[config.mk]
export PLATFORM = sky130hd
export DESIGN_NAME = fbsp_master
export DESIGN_NICKNAME = d
export VERILOG_FILES = /design/src/design/fbsp_pkg.sv /design/src/design/fbsp_master.sv
export SDC_FILE = /design/constraint.sdc
export NUM_CORES = 1
export LEC_CHECK = 0
export BUFFER_PORTS_ARGS = -buffer_cell sky130_fd_sc_hd__buf_2
export CAP_MARGIN = 30
export CORE_AREA = 2 2 131 133
export CTS_CLUSTER_DIAMETER = 60
export DETAILED_ROUTE_END_ITERATION = 10
export DIE_AREA = 0 0 133 135
export PLACE_DENSITY = 0.71
export SYNTH_ARGS = -nofsm -noshare
export SYNTH_HDL_FRONTEND = slang
export SYNTH_SLANG_ARGS = --single-unit
[constraint.sdc]
create_clock -name aclk -period 5.9 [get_ports aclk]
set_input_delay 1.18 -clock aclk [delete_from_list [all_inputs] [get_ports aclk]]
set_output_delay 1.18 -clock aclk [all_outputs]
set_load 0.02 [all_outputs]
[src/design/fbsp_pkg.sv]
// Package for the fieldbus start-up master: telegram layout, register map,
// service codes and master states.
// Assumes a single 100 MHz clock domain and a byte-wide telegram link.
package fbsp_pkg;

  // ************************************************************
  // Telegram layout
  // ************************************************************
  localparam int          PRM_MAX_BYTES  = 244;
  localparam int          PRM_LEN        = 8;
  localparam logic [2:0]  PRM_LAST_IDX   = 3'h7;
  localparam int          STAT_WD_BIT    = 3;
  localparam int          STAT_FRZ_BIT   = 4;
  localparam int          STAT_LOCK_LO   = 6;
  localparam logic [7:0]  MIN_TSDR_LO    = 8'h0B;
  // Arbitrary neutral identification code expected of the slave.
  localparam logic [15:0] SLAVE_IDENT    = 16'h1234;

  // ************************************************************
  // Service codes sent on the link
  // ************************************************************
  localparam logic [2:0] SVC_DIAG   = 3'h1;
  localparam logic [2:0] SVC_PRM    = 3'h2;
  localparam logic [2:0] SVC_CHK    = 3'h3;
  localparam logic [2:0] SVC_GETCFG = 3'h4;
  localparam logic [2:0] SVC_WRRD   = 3'h5;
  localparam logic [2:0] SVC_RDIN   = 3'h6;
  localparam logic [2:0] SVC_RDOUT  = 3'h7;

  // ************************************************************
  // Register map (byte addresses)
  // ************************************************************
  localparam logic [4:0] REG_CTRL    = 5'h00;
  localparam logic [4:0] REG_PRM_LO  = 5'h04;
  localparam logic [4:0] REG_PRM_HI  = 5'h08;
  localparam logic [4:0] REG_STATUS  = 5'h0C;
  localparam logic [4:0] REG_DATA    = 5'h10;
  localparam logic [4:0] REG_RESP    = 5'h14;
  localparam logic [31:0] PRM_LO_RST = 32'h000B0000;
  localparam logic [31:0] PRM_HI_RST = 32'h00003412;
  localparam logic [1:0]  AXI_OKAY   = 2'h0;
  localparam logic [1:0]  AXI_SLVERR = 2'h2;

  typedef enum logic [3:0] {
    FBSP_IDLE, FBSP_DIAG1, FBSP_PRM_SEND, FBSP_PRM_WAIT,
    FBSP_CHK, FBSP_DIAG2, FBSP_RUN, FBSP_XCHG, FBSP_FAIL
  } fbsp_state_e;

  // One request toward the slave.
  typedef struct packed {
    logic       valid;
    logic [2:0] svc;
    logic       last;
    logic [7:0] data;
  } fbsp_req_s;

  // One answer from the slave.
  typedef struct packed {
    logic       valid;
    logic       ok;
    logic       diag_pending;
    logic [7:0] data;
  } fbsp_rsp_s;

endpackage

[src/design/fbsp_master.sv]
// Fieldbus start-up master: drives the slave through diagnosis,
// parameterisation, configuration check and into cyclic exchange.
// Assumes the slave answers every request, possibly several clocks later; software
// reaches the controller over AXI4-Lite.
//
// What this block does
// - Open start-up with a diagnostic request confirming the slave is present.
// - Send the parameter telegram next; wait for its error-free confirmation.
// - Then issue the configuration check and await its acknowledgement.
// - Then ask by diagnostic request whether parameters and configuration pass.
// - Start cyclic write-read exchange only after both were accepted.
// - A parameter telegram never exceeds 244 bytes.
// - Send exactly eight parameter bytes, byte 7 vendor-specific, in one go.
// - Bit 7 of each byte is its most significant bit.
// - Bytes 1,2 are watchdog factors; byte 3 minimum response time, 11 up.
// - Bytes 4 and 5 carry the slave identification number, high first.
// - Byte 0 is station status and byte 6 group assignment.
// - Station status bit 4 is always sent as one.
// - Station status bits 6 and 7 are sent as software wrote them.
`timescale 1ns/1ps
module fbsp_master
  import fbsp_pkg::*;
(
  input  wire logic        aclk,
  input  wire logic        aresetn,
  input  wire logic [4:0]  s_axi_awaddr,
  input  wire logic        s_axi_awvalid,
  output logic             s_axi_awready,
  input  wire logic [31:0] s_axi_wdata,
  input  wire logic [3:0]  s_axi_wstrb,
  input  wire logic        s_axi_wvalid,
  output logic             s_axi_wready,
  output logic [1:0]       s_axi_bresp,
  output logic             s_axi_bvalid,
  input  wire logic        s_axi_bready,
  input  wire logic [4:0]  s_axi_araddr,
  input  wire logic        s_axi_arvalid,
  output logic             s_axi_arready,
  output logic [31:0]      s_axi_rdata,
  output logic [1:0]       s_axi_rresp,
  output logic             s_axi_rvalid,
  input  wire logic        s_axi_rready,
  output fbsp_req_s        req,
  input  wire logic        req_ready,
  input  fbsp_rsp_s        rsp
);

  // ************************************************************
  // Registers and state
  // ************************************************************
  fbsp_state_e state_q, state_d;
  logic [31:0] prm_lo_q, prm_hi_q;
  logic [2:0]  idx_q;
  logic [2:0]  svc_q;
  logic        start_q, xchg_go_q, prm_err_q, diag_note_q;
  logic [7:0]  tx_q, rx_q, resp_q;
  logic        aw_q, w_q;
  logic [4:0]  awaddr_q;
  logic [31:0] wdata_q;
  logic [3:0]  wstrb_q;
  fbsp_req_s   req_q;

  // Parameter byte picker, used for sending and for checks.
  function automatic logic [7:0] prm_byte(input logic [2:0] i,
                                          input logic [31:0] lo,
                                          input logic [31:0] hi);
    logic [63:0] all;
    all = {hi, lo};
    prm_byte = all[{i, 3'h0} +: 8];
  endfunction

  // ************************************************************
  // Telegram assembly and checks
  // ************************************************************
  // Status byte forces freeze support; bits 6..7 come from software.
  wire logic [7:0] stat_raw  = prm_byte(3'h0, prm_lo_q, prm_hi_q);
  wire logic [7:0] stat_byte = stat_raw | (8'h01 << STAT_FRZ_BIT);
  wire logic [7:0] tsdr      = prm_byte(3'h3, prm_lo_q, prm_hi_q);
  wire logic [15:0] ident    = {prm_byte(3'h4, prm_lo_q, prm_hi_q),
                                prm_byte(3'h5, prm_lo_q, prm_hi_q)};
  wire logic       prm_bad   = (tsdr < MIN_TSDR_LO) ||
                               (ident != SLAVE_IDENT);
  // Byte 0 uses the forced status, the rest go out as written, MSB at 7.
  wire logic [7:0] cur_byte  = (idx_q == 3'h0) ? stat_byte :
                               prm_byte(idx_q, prm_lo_q, prm_hi_q);
  wire logic       wd_en     = stat_byte[STAT_WD_BIT];
  wire logic [1:0] master_lk = stat_byte[STAT_LOCK_LO +: 2];
  wire logic       rsp_ok    = rsp.valid && rsp.ok;
  wire logic       rsp_bad   = rsp.valid && !rsp.ok;

  // ************************************************************
  // Start-up sequencer
  // ************************************************************
  // Each stage waits for its answer; the slave cannot be rushed.
  always_comb begin
    state_d = state_q;
    unique case (state_q)
      FBSP_IDLE:     if (start_q && !prm_bad) state_d = FBSP_DIAG1;
      FBSP_DIAG1:    if (rsp_ok) state_d = FBSP_PRM_SEND;
                     else if (rsp_bad) state_d = FBSP_FAIL;
      FBSP_PRM_SEND: if (req_ready && idx_q == PRM_LAST_IDX)
                       state_d = FBSP_PRM_WAIT;
      FBSP_PRM_WAIT: if (rsp_ok) state_d = FBSP_CHK;
                     else if (rsp_bad) state_d = FBSP_FAIL;
      FBSP_CHK:      if (rsp_ok) state_d = FBSP_DIAG2;
                     else if (rsp_bad) state_d = FBSP_FAIL;
      FBSP_DIAG2:    if (rsp_ok) state_d = FBSP_RUN;
                     else if (rsp_bad) state_d = FBSP_FAIL;
      FBSP_RUN:      if (xchg_go_q) state_d = FBSP_XCHG;
      FBSP_XCHG:     if (rsp_bad) state_d = FBSP_FAIL;
                     else if (rsp.valid) state_d = FBSP_RUN;
      FBSP_FAIL:     if (start_q) state_d = FBSP_IDLE;
    endcase
  end

  // Request channel: one request is offered at a time and held, payload
  // and all, until the slave takes it. A byte the slave holds off must not
  // move on, or the telegram would silently lose that byte.
  wire logic       taken    = req_q.valid && req_ready;
  wire logic       enter    = (state_d != state_q);
  wire logic [2:0] idx_nx   = idx_q + 3'h1;
  wire logic       prm_next = (state_q == FBSP_PRM_SEND) && taken &&
                              (idx_q != PRM_LAST_IDX);
  wire logic       stage_req = state_d inside {FBSP_DIAG1, FBSP_PRM_SEND,
                                               FBSP_CHK, FBSP_DIAG2,
                                               FBSP_XCHG};
  wire logic [2:0] stage_svc =
    (state_d == FBSP_PRM_SEND) ? SVC_PRM :
    (state_d == FBSP_CHK)      ? SVC_CHK :
    (state_d == FBSP_XCHG)     ? svc_q   : SVC_DIAG;

  // A new stage loads a fresh request; inside the burst a take loads the
  // next byte, so the index and the byte on the link always agree.
  always_ff @(posedge aclk) begin
    if (!aresetn) begin
      state_q <= FBSP_IDLE;
      idx_q   <= 3'h0;
      req_q   <= '0;
    end else begin
      state_q <= state_d;
      if (state_q != FBSP_PRM_SEND) begin
        idx_q <= 3'h0;
      end else if (taken) begin
        idx_q <= idx_nx;
      end
      if (taken) begin
        req_q.valid <= 1'b0;
      end
      if (enter) begin
        req_q.valid <= stage_req;
        req_q.svc   <= stage_svc;
        req_q.last  <= (state_d != FBSP_PRM_SEND);
        req_q.data  <= (state_d == FBSP_PRM_SEND) ? stat_byte : tx_q;
      end else if (prm_next) begin
        req_q.valid <= 1'b1;
        req_q.last  <= (idx_nx == PRM_LAST_IDX);
        req_q.data  <= prm_byte(idx_nx, prm_lo_q, prm_hi_q);
      end
    end
  end
  assign req = req_q;

  // Slave answers and unsolicited diagnostic notices.
  always_ff @(posedge aclk) begin
    if (!aresetn) begin
      rx_q        <= 8'h00;
      prm_err_q   <= 1'b0;
      diag_note_q <= 1'b0;
    end else begin
      if (rsp.valid) begin
        rx_q <= rsp.data;
      end
      if (rsp_bad) begin
        prm_err_q <= 1'b1;
      end else if (state_q == FBSP_IDLE && start_q) begin
        prm_err_q <= 1'b0;
      end
      // Set wins over the software clear.
      if (rsp.valid && rsp.diag_pending && state_q >= FBSP_PRM_SEND) begin
        diag_note_q <= 1'b1;
      end else if (w_q && aw_q && awaddr_q == REG_STATUS) begin
        diag_note_q <= 1'b0;
      end
    end
  end

  // ************************************************************
  // AXI4-Lite slave
  // ************************************************************
  wire logic wr_fire = aw_q && w_q && !s_axi_bvalid;
  assign s_axi_awready = !aw_q;
  assign s_axi_wready  = !w_q;
  assign s_axi_arready = !s_axi_rvalid;
  wire logic wr_map = awaddr_q inside {REG_CTRL, REG_PRM_LO, REG_PRM_HI,
                                       REG_STATUS, REG_DATA};

  always_ff @(posedge aclk) begin
    if (!aresetn) begin
      aw_q <= 1'b0; w_q <= 1'b0; awaddr_q <= 5'h00;
      wdata_q <= 32'h0; wstrb_q <= 4'h0;
      s_axi_bvalid <= 1'b0; s_axi_bresp <= AXI_OKAY;
      prm_lo_q <= PRM_LO_RST; prm_hi_q <= PRM_HI_RST;
      start_q <= 1'b0; xchg_go_q <= 1'b0;
      svc_q <= SVC_WRRD; tx_q <= 8'h00;
    end else begin
      start_q   <= 1'b0;
      xchg_go_q <= 1'b0;
      if (s_axi_awvalid && !aw_q) begin
        aw_q <= 1'b1; awaddr_q <= s_axi_awaddr;
      end
      if (s_axi_wvalid && !w_q) begin
        w_q <= 1'b1; wdata_q <= s_axi_wdata; wstrb_q <= s_axi_wstrb;
      end
      if (s_axi_bvalid && s_axi_bready) begin
        s_axi_bvalid <= 1'b0;
      end
      if (wr_fire) begin
        aw_q <= 1'b0; w_q <= 1'b0;
        s_axi_bvalid <= 1'b1;
        s_axi_bresp  <= wr_map ? AXI_OKAY : AXI_SLVERR;
        if (awaddr_q == REG_CTRL && wstrb_q[0]) begin
          start_q   <= wdata_q[0];
          xchg_go_q <= wdata_q[1];
          // Requests 4..7 are only honoured in the data phase.
          if (wdata_q[6:4] inside {SVC_GETCFG, SVC_WRRD, SVC_RDIN,
                                   SVC_RDOUT})
            svc_q <= wdata_q[6:4];
        end
        if (awaddr_q == REG_PRM_LO) begin
          for (int b = 0; b < 4; b++)
            if (wstrb_q[b]) prm_lo_q[b*8 +: 8] <= wdata_q[b*8 +: 8];
        end
        if (awaddr_q == REG_PRM_HI) begin
          for (int b = 0; b < 4; b++)
            if (wstrb_q[b]) prm_hi_q[b*8 +: 8] <= wdata_q[b*8 +: 8];
        end
        if (awaddr_q == REG_DATA && wstrb_q[0]) begin
          tx_q <= wdata_q[7:0];
        end
      end
    end
  end

  // Read mux; the status word shows the sequencer's own state.
  wire logic [31:0] status_w = {16'h0, 8'(PRM_LEN), 1'b0, wd_en,
                                master_lk, diag_note_q, prm_err_q,
                                (state_q == FBSP_RUN), 1'b0} |
                               {28'h0, state_q} << 24;
  wire logic rd_map = s_axi_araddr inside {REG_CTRL, REG_PRM_LO, REG_PRM_HI,
                                           REG_STATUS, REG_DATA, REG_RESP};
  wire logic [31:0] rd_w =
    (s_axi_araddr == REG_CTRL)   ? {25'h0, svc_q, 4'h0} :
    (s_axi_araddr == REG_PRM_LO) ? prm_lo_q :
    (s_axi_araddr == REG_PRM_HI) ? prm_hi_q :
    (s_axi_araddr == REG_STATUS) ? status_w :
    (s_axi_araddr == REG_DATA)   ? {24'h0, tx_q} :
    (s_axi_araddr == REG_RESP)   ? {24'h0, rx_q} : 32'h0;

  always_ff @(posedge aclk) begin
    if (!aresetn) begin
      s_axi_rvalid <= 1'b0; s_axi_rdata <= 32'h0; s_axi_rresp <= AXI_OKAY;
    end else if (s_axi_arvalid && !s_axi_rvalid) begin
      s_axi_rvalid <= 1'b1;
      s_axi_rdata  <= rd_w;
      s_axi_rresp  <= rd_map ? AXI_OKAY : AXI_SLVERR;
    end else if (s_axi_rvalid && s_axi_rready) begin
      s_axi_rvalid <= 1'b0;
    end
  end

  // Helper for the length check: bytes the slave has taken in the current
  // burst. Counting takes rather than cycles keeps the check true however
  // often the slave holds off.
  logic [3:0] ast_sent_q;
  always_ff @(posedge aclk) begin
    if (!aresetn || state_q != FBSP_PRM_SEND) begin
      ast_sent_q <= 4'h0;
    end else if (req.valid && req_ready) begin
      ast_sent_q <= ast_sent_q + 4'h1;
    end
  end
endmodule

* Yosys cells after proc, flatten, opt, wreduce, memory -nomap -nowiden *
Index checks and enable logic that the tools add are counted.

word-level totals
  register bits = 188
  bits of input ports = 65
  logic and storage cells = 160

operators by class
  $add $sub $neg = 1
  magnitude comparators = 2
  equal/unequal tests = 33
  shift-type cells = 1
  mux-type cells = 37
  bitwise gates (word level) = 2
  reduce and logical (&&, ||, !) cells = 53

operators with widths
  operator              number
  $mux 32               3
  $shiftx 64x7->8       1
  $mux 4                11
  $pmux 4 s9            1
  $reduce_and 3->1      10
  $eq 4x3->1 const B    7
  $mux 28               1
  $or 12x28->28         1
  $mux 8                3
  $eq 5x4->1 const B    4
  $logic_and 1x1->1     20
  $eq 3x3->1 const B    6
  $mux 9                2
  $ne 16x13->1 const B  1
  $eq 5x5->1 const B    3
  $eq 4x2->1 const B    3
  $mux 1                11
  $eq 5x3->1 const B    2
  $logic_not 5->1       2
  $reduce_bool 2->1     5
  $reduce_bool 5->1     2
  $mux 3                3
  $eq 4x1->1 const B    2
  $lt 8x4->1 const B    1
  16 further kinds      24

* Depth between registers and ports, before layout *
Gate-level depths: netlist of run 1.

  depth in word-level cells = 10
  mapped depth = 10
  mapped depth without buffers = 8

* Least setup slack after synthesis of run 1 *
Ideal clock, no wire load.

  kind = input to register
  start point = input port s_axi_araddr[4]
  end point = register s_axi_rdata[28]
  library setup time = 0.128 ns
  arrival time = 2.654 ns
  data required time = 5.772 ns
  path slack = 3.118 ns
  stages on the path = 8
  path buffers = 2
  cell sequence = buf_2 > nor4_2 > inv_1 > o21ai_1 > buf_2 > nor2_1 > a21oi_1 > nor2_1

on the way
  longest elaborated chain between the ends = 4

RTL lines
  what                  line                source
  from (decl)           fbsp_master.sv:36   input wire logic [4:0] s_axi_araddr,
  $eq 5x4->1            fbsp_master.sv:254  (s_axi_araddr == REG_PRM_HI) ? prm_hi_q :
  $mux 32               fbsp_master.sv:254
  $mux 32               fbsp_master.sv:253  (s_axi_araddr == REG_PRM_LO) ? prm_lo_q :
  $mux 32 (*)           fbsp_master.sv:252  (s_axi_araddr == REG_CTRL) ? {25'h0, svc_q, 4'h0} :
  to (signal assigned)  fbsp_master.sv:264  s_axi_rdata <= rd_w;
  to (decl)             fbsp_master.sv:39   output logic [31:0] s_axi_rdata,

Every way passes the cells marked *; elsewhere a longest branch is shown, timed or not.
A chain may end at the register's enable or synchronous reset.

* Final worst setup path of run 1 *
  start point = input port aresetn
  end point = register prm_hi_q[28]

RTL lines
  what                             line                source
  from (decl)                      fbsp_master.sv:25   input wire logic aresetn,
  to (signal, indexed assignment)  fbsp_master.sv:235  if (wstrb_q[b]) prm_hi_q[b*8 +: 8] <= wdata_q[b*8 +: 8];
  to (decl)                        fbsp_master.sv:52   logic [31:0] prm_lo_q, prm_hi_q;

No word-level cell between the ends.

==> results of run 1 <==
-- cell families after synthesis --
kind of cell	count (synthesis)
mux	74
other cells	1
simple gates	404
fa+ha+maj	3
compound gates	219
buf+inv	82
xor+xnor	1
flops	186
-- per-layer routing --
layer	track usage	routed length, um	part of all wire
met5	0	0	0
met1	0.397	11000	0.47
met3	0.0424	1860	0.080
met4	0.105	660	0.028
met2	0.369	9830	0.42
-- synthesized netlist by cell type, types with 3 or more instances --
cell type  count  area, um^2
o22a_1         7        61.3
a2bb2oi_1      3        26.3
or3_1          4        25.0
nand4b_1       3        26.3
nor3_1         7        35.0
and2_1         5        31.3
o21ai_1        3        15.0
nand3b_1       4        30.0
nor2b_1        6        37.5
nor2_1       111         417
a22oi_1       23         173
nand4bb_1      3        33.8
inv_1          9        33.8
buf_4          4        30.0
a22o_1         3        26.3
nand3_1       70         350
a211oi_1       6        45.0
nand4_1        4        25.0
buf_2         13        65.1
nand2b_1       5        31.3
dfxtp_1      186        3720
a21oi_1      136         681
buf_1          5        18.8
a221oi_1       8        70.1
nand2_1      155         582
o21ai_0       11        55.1
ha_1           3        37.5
mux4_2        15         338
clkbuf_1      50         188
nor4_1         5        31.3
mux2i_1       58         581
-- worst max-delay path, delay by kind of cell --
kind,cells,cell delay (ps)
buf+inv,3,1720
compound gates,1,110
-- worst paths after layout --
kind                     to  slack (ps)  cells after the start
max            prm_hi_q[28]        3100                      4
min          s_axi_rdata[1]         450                      2
max reg2reg          req[2]        3430                     10
min reg2reg  s_axi_rdata[1]         450                      2
-- stage by stage --
step / instances / hold WS [ps] / cell area [um^2] / setup slack, ps / utilization
2_1_floorplan: 971 / 429 / 8260 / 3120 / -
4_1_cts: 1281 / 455 / 9520 / 2900 / 0.580
6_report: 1282 / 452 / 9530 / 3100 / 0.581
5_1_grt: 1282 / 488 / 9530 / 2960 / 0.581
3_5_place_dp: 1249 / 446 / 8950 / 2450 / 0.546
3_3_place_gp: 1246 / 440 / 8910 / 2330 / 0.543
-- cells in the final DEF, fill, tap and decap left out, types with 7 or more instances in the layout --
| cell type | Yosys | layout |
|---|---|---|
| a21oi_1 | 136 | 136 |
| a22oi_1 | 23 | 23 |
| nand3_1 | 70 | 70 |
| nor3_1 | 7 | 7 |
| buf_4 | 4 | 13 |
| inv_1 | 9 | 9 |
| o22a_1 | 7 | 7 |
| a221oi_1 | 8 | 8 |
| clkbuf_16 | 0 | 17 |
| o21ai_0 | 11 | 11 |
| nor2_1 | 111 | 111 |
| mux4_2 | 15 | 15 |
| buf_2 | 13 | 116 |
| dfxtp_1 | 186 | 186 |
| mux2i_1 | 58 | 58 |
| nand2_1 | 155 | 155 |
-- power by group --
| group | switching, mW | leakage, nW | internal (mW) |
|---|---|---|---|
| combinational | 0.101 | 1.98 | 0.0554 |
| clock | 0.497 | 0.266 | 0.617 |
| sequential | 0.0297 | 1.51 | 1.28 |
| total | 0.628 | 3.75 | 1.95 |
-- layout make-up --
cell class / count / area [um^2] / area share
multi-input combinational: 703 / 4200 / 0.441
sequential: 186 / 3720 / 0.391
timing repair buffer: 131 / 717 / 0.0753
clock buffer: 23 / 478 / 0.0502
tap: 220 / 275 / 0.0289
clock inverter: 9 / 87.6 / 0.00919
inverter: 10 / 40.0 / 0.00420
-- flip-flops by register name (all words and copies together) (netlist names) --
signal and count:
w_q 1, tx_q 8, prm_lo_q 32, prm_hi_q 32, s_axi_bvalid 1, svc_q 3
state_q 4, s_axi_bresp 1, req 13, start_q 1, xchg_go_q 1, rx_q 8
s_axi_rvalid 1, s_axi_rdata 32, aw_q 1, s_axi_rresp 1, wstrb_q 4, prm_err_q 1
wdata_q 32, idx_q 3, awaddr_q 5, diag_note_q 1
==> results.py, run 1 <==
metrics = {
    "run_status": {
        "status": "finished clean",
    },
    "synth": {
        "ys_ff_latch": 186,
        "synth_compound_area_frac": 0.160,
        "yosysSeqAreaShare": 0.451,
        "synth_edf_count": 0,
        "synth_top_family_by_area": "simple AND/OR/NAND/NOR gates",
        "ys_types": 72,
        "synthMuxAreaShare": 0.114,
        "synthAdderAreaFrac": 0.00455,
        "ys.flop_type": "dfxtp_1",
        "syn-cell-area_mm2": 0.00825,
        "synthSimpleGateAreaFrac": 0.228,
        "synthXorXnorAreaFrac": 0.00106,
        "synthCells": 970,
        "async_reset_ff_frac": 0,
        "syn_avg_cell_area_um2": 8.51,
        "yosys_warnings": 0,
    },
    "setup_path": {
        "path_cells": "buf_2, inv_4, buf_4, a21oi_1",
        "r2r_start": "idx_q[0]",
        "path_max_fanout": 94,
        "path_class": "in2reg",
        "slowest_stage": "inv_4",
        "max_stage_delay_ps": 750,
        "worstPathArrival_ps": 3080,
        "worst_setup_path_start_kind": "input pin",
        "cp-startpoint": "aresetn",
        "required_ps": 6180,
        "endpoint_kind": "register",
    },
    "routing": {
        "firstDrtPassIters": 5,
        "drt_wl_total_mm": 23.3,
        "drt_iter0_drc": 1005,
        "vias_per_cell": 5.83,
        "routedWlPerCell_um": 18.2,
        "drcViolationCount": 0,
        "dr_total_vias": 7469,
        "antenna_left": 0,
    },
    "sta": {
        "fin_setup_tns_ps": 0,
        "fmax_mhz": 357,
        "setup-violations-final": 0,
        "skew_ps": 9.12,
        "fin_crit_sh": 0.474,
        "tightest_slew_ps": 1040,
        "fin_crit_ps": 2800,
        "finalHoldViolCount": 0,
        "rsz0062_at_grt": "false",
        "maxSlewViolCount": 0,
        "relSlewSlack": 0.301,
    },
    "clocking": {
        "cts_hold_buf": 0,
        "numCtsBuffers": 17,
        "cts.sinks": 186,
        "cts.path.max_buffers": 2,
        "clk_latency_ps": 440,
        "h-tree-depth": 4,
        "cts_tree": "done",
        "root_buffer": "clkbuf_16",
        "cts_resized": 0,
        "path_clk_slew_ps": 70,
        "cts_setup_buffers": 0,
    },
    "floorplanning": {
        "die-area_mm2": 0.0180,
        "io_pins": 119,
        "rows": 47,
        "die_w_um": 133,
        "coreArea_mm2": 0.0164,
        "fp.dieH_um": 135,
        "initial_core_util": 0.503,
    },
    "grt": {
        "grt-ovfl-total": 0,
        "grt_pass1_vias": 6631,
        "grt_start_max_net_pins": 95,
        "track_usage": 0.262,
        "antenna_found_initial": 0,
        "grt_pass1_wl_mm": 36.8,
    },
    "placement": {
        "place_congestion": 0.965,
        "port_buffers": 116,
        "hpwl_mm": 16.6,
    },
    "final_layout": {
        "nets": 1117,
        "areaGrowthSynthToFinish_pct": 15.4,
        "insertedDiodeCount": 0,
        "fill_cells": 1520,
        "drive_above_1_share": 0.181,
    },
    "power": {
        "p_total_mw": 2.58,
        "p_leak_nw": 3.75,
        "powerDensity_mw_per_mm2": 271,
        "ir_worst_vdd_mv": 0.213,
    },
    "hold_path": {
        "hold_start": "s_axi_rdata[1]",
        "min_path_type": "reg2reg",
    },
    "job": {
        "cap_violations": 0,
    },
}
Power figures use the tool's default switching activity.
==> run 2: changes to the inputs <==
Clock period 5.9 ns to 2.6 ns, I/O delays scaled along.
==> run 2 against run 1 <==
Combinational power is 130% higher. First-iteration DRC count shrank 8.2%. Count of clock-buffer cells in the layout is 3 lower. Utilization up 0.72 points. Wire length rose by 0.14%. Global-route usage rose by 0.29 points. Critical path depth up 5. Critical path type is now reg2reg. Largest power group unchanged.
==> results.py, run 2 (same netlist as run 1, synthesis figures left out) <==
metrics = {
    "run_status": {
        "status": "finished clean",
    },
    "clocking": {
        "cts.sinks": 186,
        "root_buffer": "clkbuf_16",
        "cts_tree": "done",
        "cts_hold_buf": 0,
        "numCtsBuffers": 17,
        "cts_resized": 0,
        "path_clk_slew_ps": 70,
        "cts_setup_buffers": 0,
        "cts.path.max_buffers": 2,
        "clk_latency_ps": 440,
        "h-tree-depth": 4,
    },
    "final_layout": {
        "nets": 1132,
        "drive_above_1_share": 0.194,
        "insertedDiodeCount": 0,
        "areaGrowthSynthToFinish_pct": 16.8,
        "mostFrequentLayoutCell": "dfxtp_1",
        "final_cell_mix": "186 x dfxtp_1, 155 x nand2_1, 136 x a21oi_1",
        "fin_util": 0.588,
    },
    "setup_path": {
        "worst_setup_path_start_kind": "register",
        "required_ps": 2900,
        "endpoint_kind": "register",
        "worstPathArrival_ps": 2530,
        "path_class": "reg2reg",
        "path_max_fanout": 14,
    },
    "placement": {
        "port_buffers": 116,
        "hpwl_mm": 17.2,
        "place_congestion": 0.951,
    },
    "sta": {
        "tightest_slew_ps": 679,
        "fin_setup_tns_ps": 0,
        "fin_crit_ps": 2230,
        "skew_ps": 7.62,
        "finalHoldViolCount": 0,
        "maxSlewViolCount": 0,
        "whs_ps": 264,
        "relSlewSlack": 0.547,
        "fmax_mhz": 448,
        "setup-violations-final": 0,
        "fin_crit_sh": 0.859,
        "rsz0062_at_grt": "false",
    },
    "routing": {
        "vias_per_cell": 5.79,
        "firstDrtPassIters": 5,
        "antenna_left": 0,
        "drt_wl_total_mm": 23.4,
        "dr_total_vias": 7505,
        "drt_iter0_drc": 923,
        "drcViolationCount": 0,
        "routedWlPerCell_um": 18.0,
    },
    "grt": {
        "grt_start_max_net_pins": 64,
        "grt-ovfl-total": 0,
        "grt_pass1_vias": 6784,
        "track_usage": 0.265,
        "antenna_found_initial": 0,
        "grt_pass1_wl_mm": 37.0,
    },
    "hold_path": {
        "min_path_type": "in2reg",
    },
    "power": {
        "swShare": 0.246,
        "p_leak_nw": 3.84,
        "p_int_mw": 4.42,
        "p_total_mw": 5.87,
        "ir_worst_vdd_mv": 0.467,
        "powerDensity_mw_per_mm2": 609,
        "power_frac_seq": 0.507,
        "switchingPower_mw": 1.45,
        "p_clk_frac": 0.430,
        "comb_power_share": 0.063,
    },
    "floorplanning": {
        "io_pins": 119,
        "die-area_mm2": 0.0180,
        "rows": 47,
        "die_w_um": 133,
        "initial_core_util": 0.503,
        "fp.dieH_um": 135,
        "coreArea_mm2": 0.0164,
    },
    "job": {
        "cap_violations": 0,
    },
}
-- run 2: cell types whose count changed in the layout (fill, tap and decap cells not counted), moves of 2 or more --
cell        before  now
buf_12           0    2
buf_4           13   28
clkbuf_1         3    1
clkinv_4         0    2
clkinvlp_4       4    2
inv_6            2    4
-- run 2: final cells by class --
class / count / area (um^2)
repair buffers: 146 / 831
fillers: 1469 / 6760
flip-flops and latches: 186 / 3720
well taps: 220 / 275
clock inverters: 12 / 113
clock buffers: 20 / 457
inverters: 10 / 40.0
multi-input cells: 703 / 4200
-- run 2: critical path, cell delays in order, from the launching register on --
cell and delay, ps:
dfxtp_1 340, ha_1 190, ha_1 220, nand3b_1 110
a21oi_1 80, or3_1 400, a2bb2oi_1 240, buf_4 240
o22a_1 200, a21oi_1 70
-- run 2: metrics by stage --
stage               cells  setup slack [ps]  instance area [um^2]
floorplan             971              68.3                  8260
global route         1297               207                  9640
detailed placement   1265               355                  9070
global placement     1265               375                  9070
CTS                  1297               393                  9640
finish               1297               367                  9640
-- run 2: power by group through the flow --
stage               clock network [mW]  registers (mW)  logic (mW)
global placement                     0            3.04       0.364
floorplan                            0            3.02       0.235
CTS                               2.56            2.98       0.370
finish                            2.52            2.98       0.367
detailed placement                   0            3.04       0.368
global route                      2.67            2.98       0.410
-- run 2: metal layers --
layer  vias up  share of wire  track usage
met5         -              0            0
met2       309           0.43        0.390
li1       3610              -            -
met3        46          0.080       0.0514
met4         0          0.029        0.102
met1      3540           0.46        0.383
-- run 2: path summary, 6_finish.rpt --
| path | startpoint | end | slack (ps) | depth (start not counted) |
|---|---|---|---|---|
| setup / recovery | idx_q[1] | req[1] | 370 | 9 |
| hold / removal | s_axi_rready | s_axi_rvalid | 260 | 2 |
| setup reg to reg | idx_q[1] | req[1] | 370 | 9 |
| hold reg to reg | s_axi_rdata[1] | s_axi_rdata[1] | 460 | 2 |
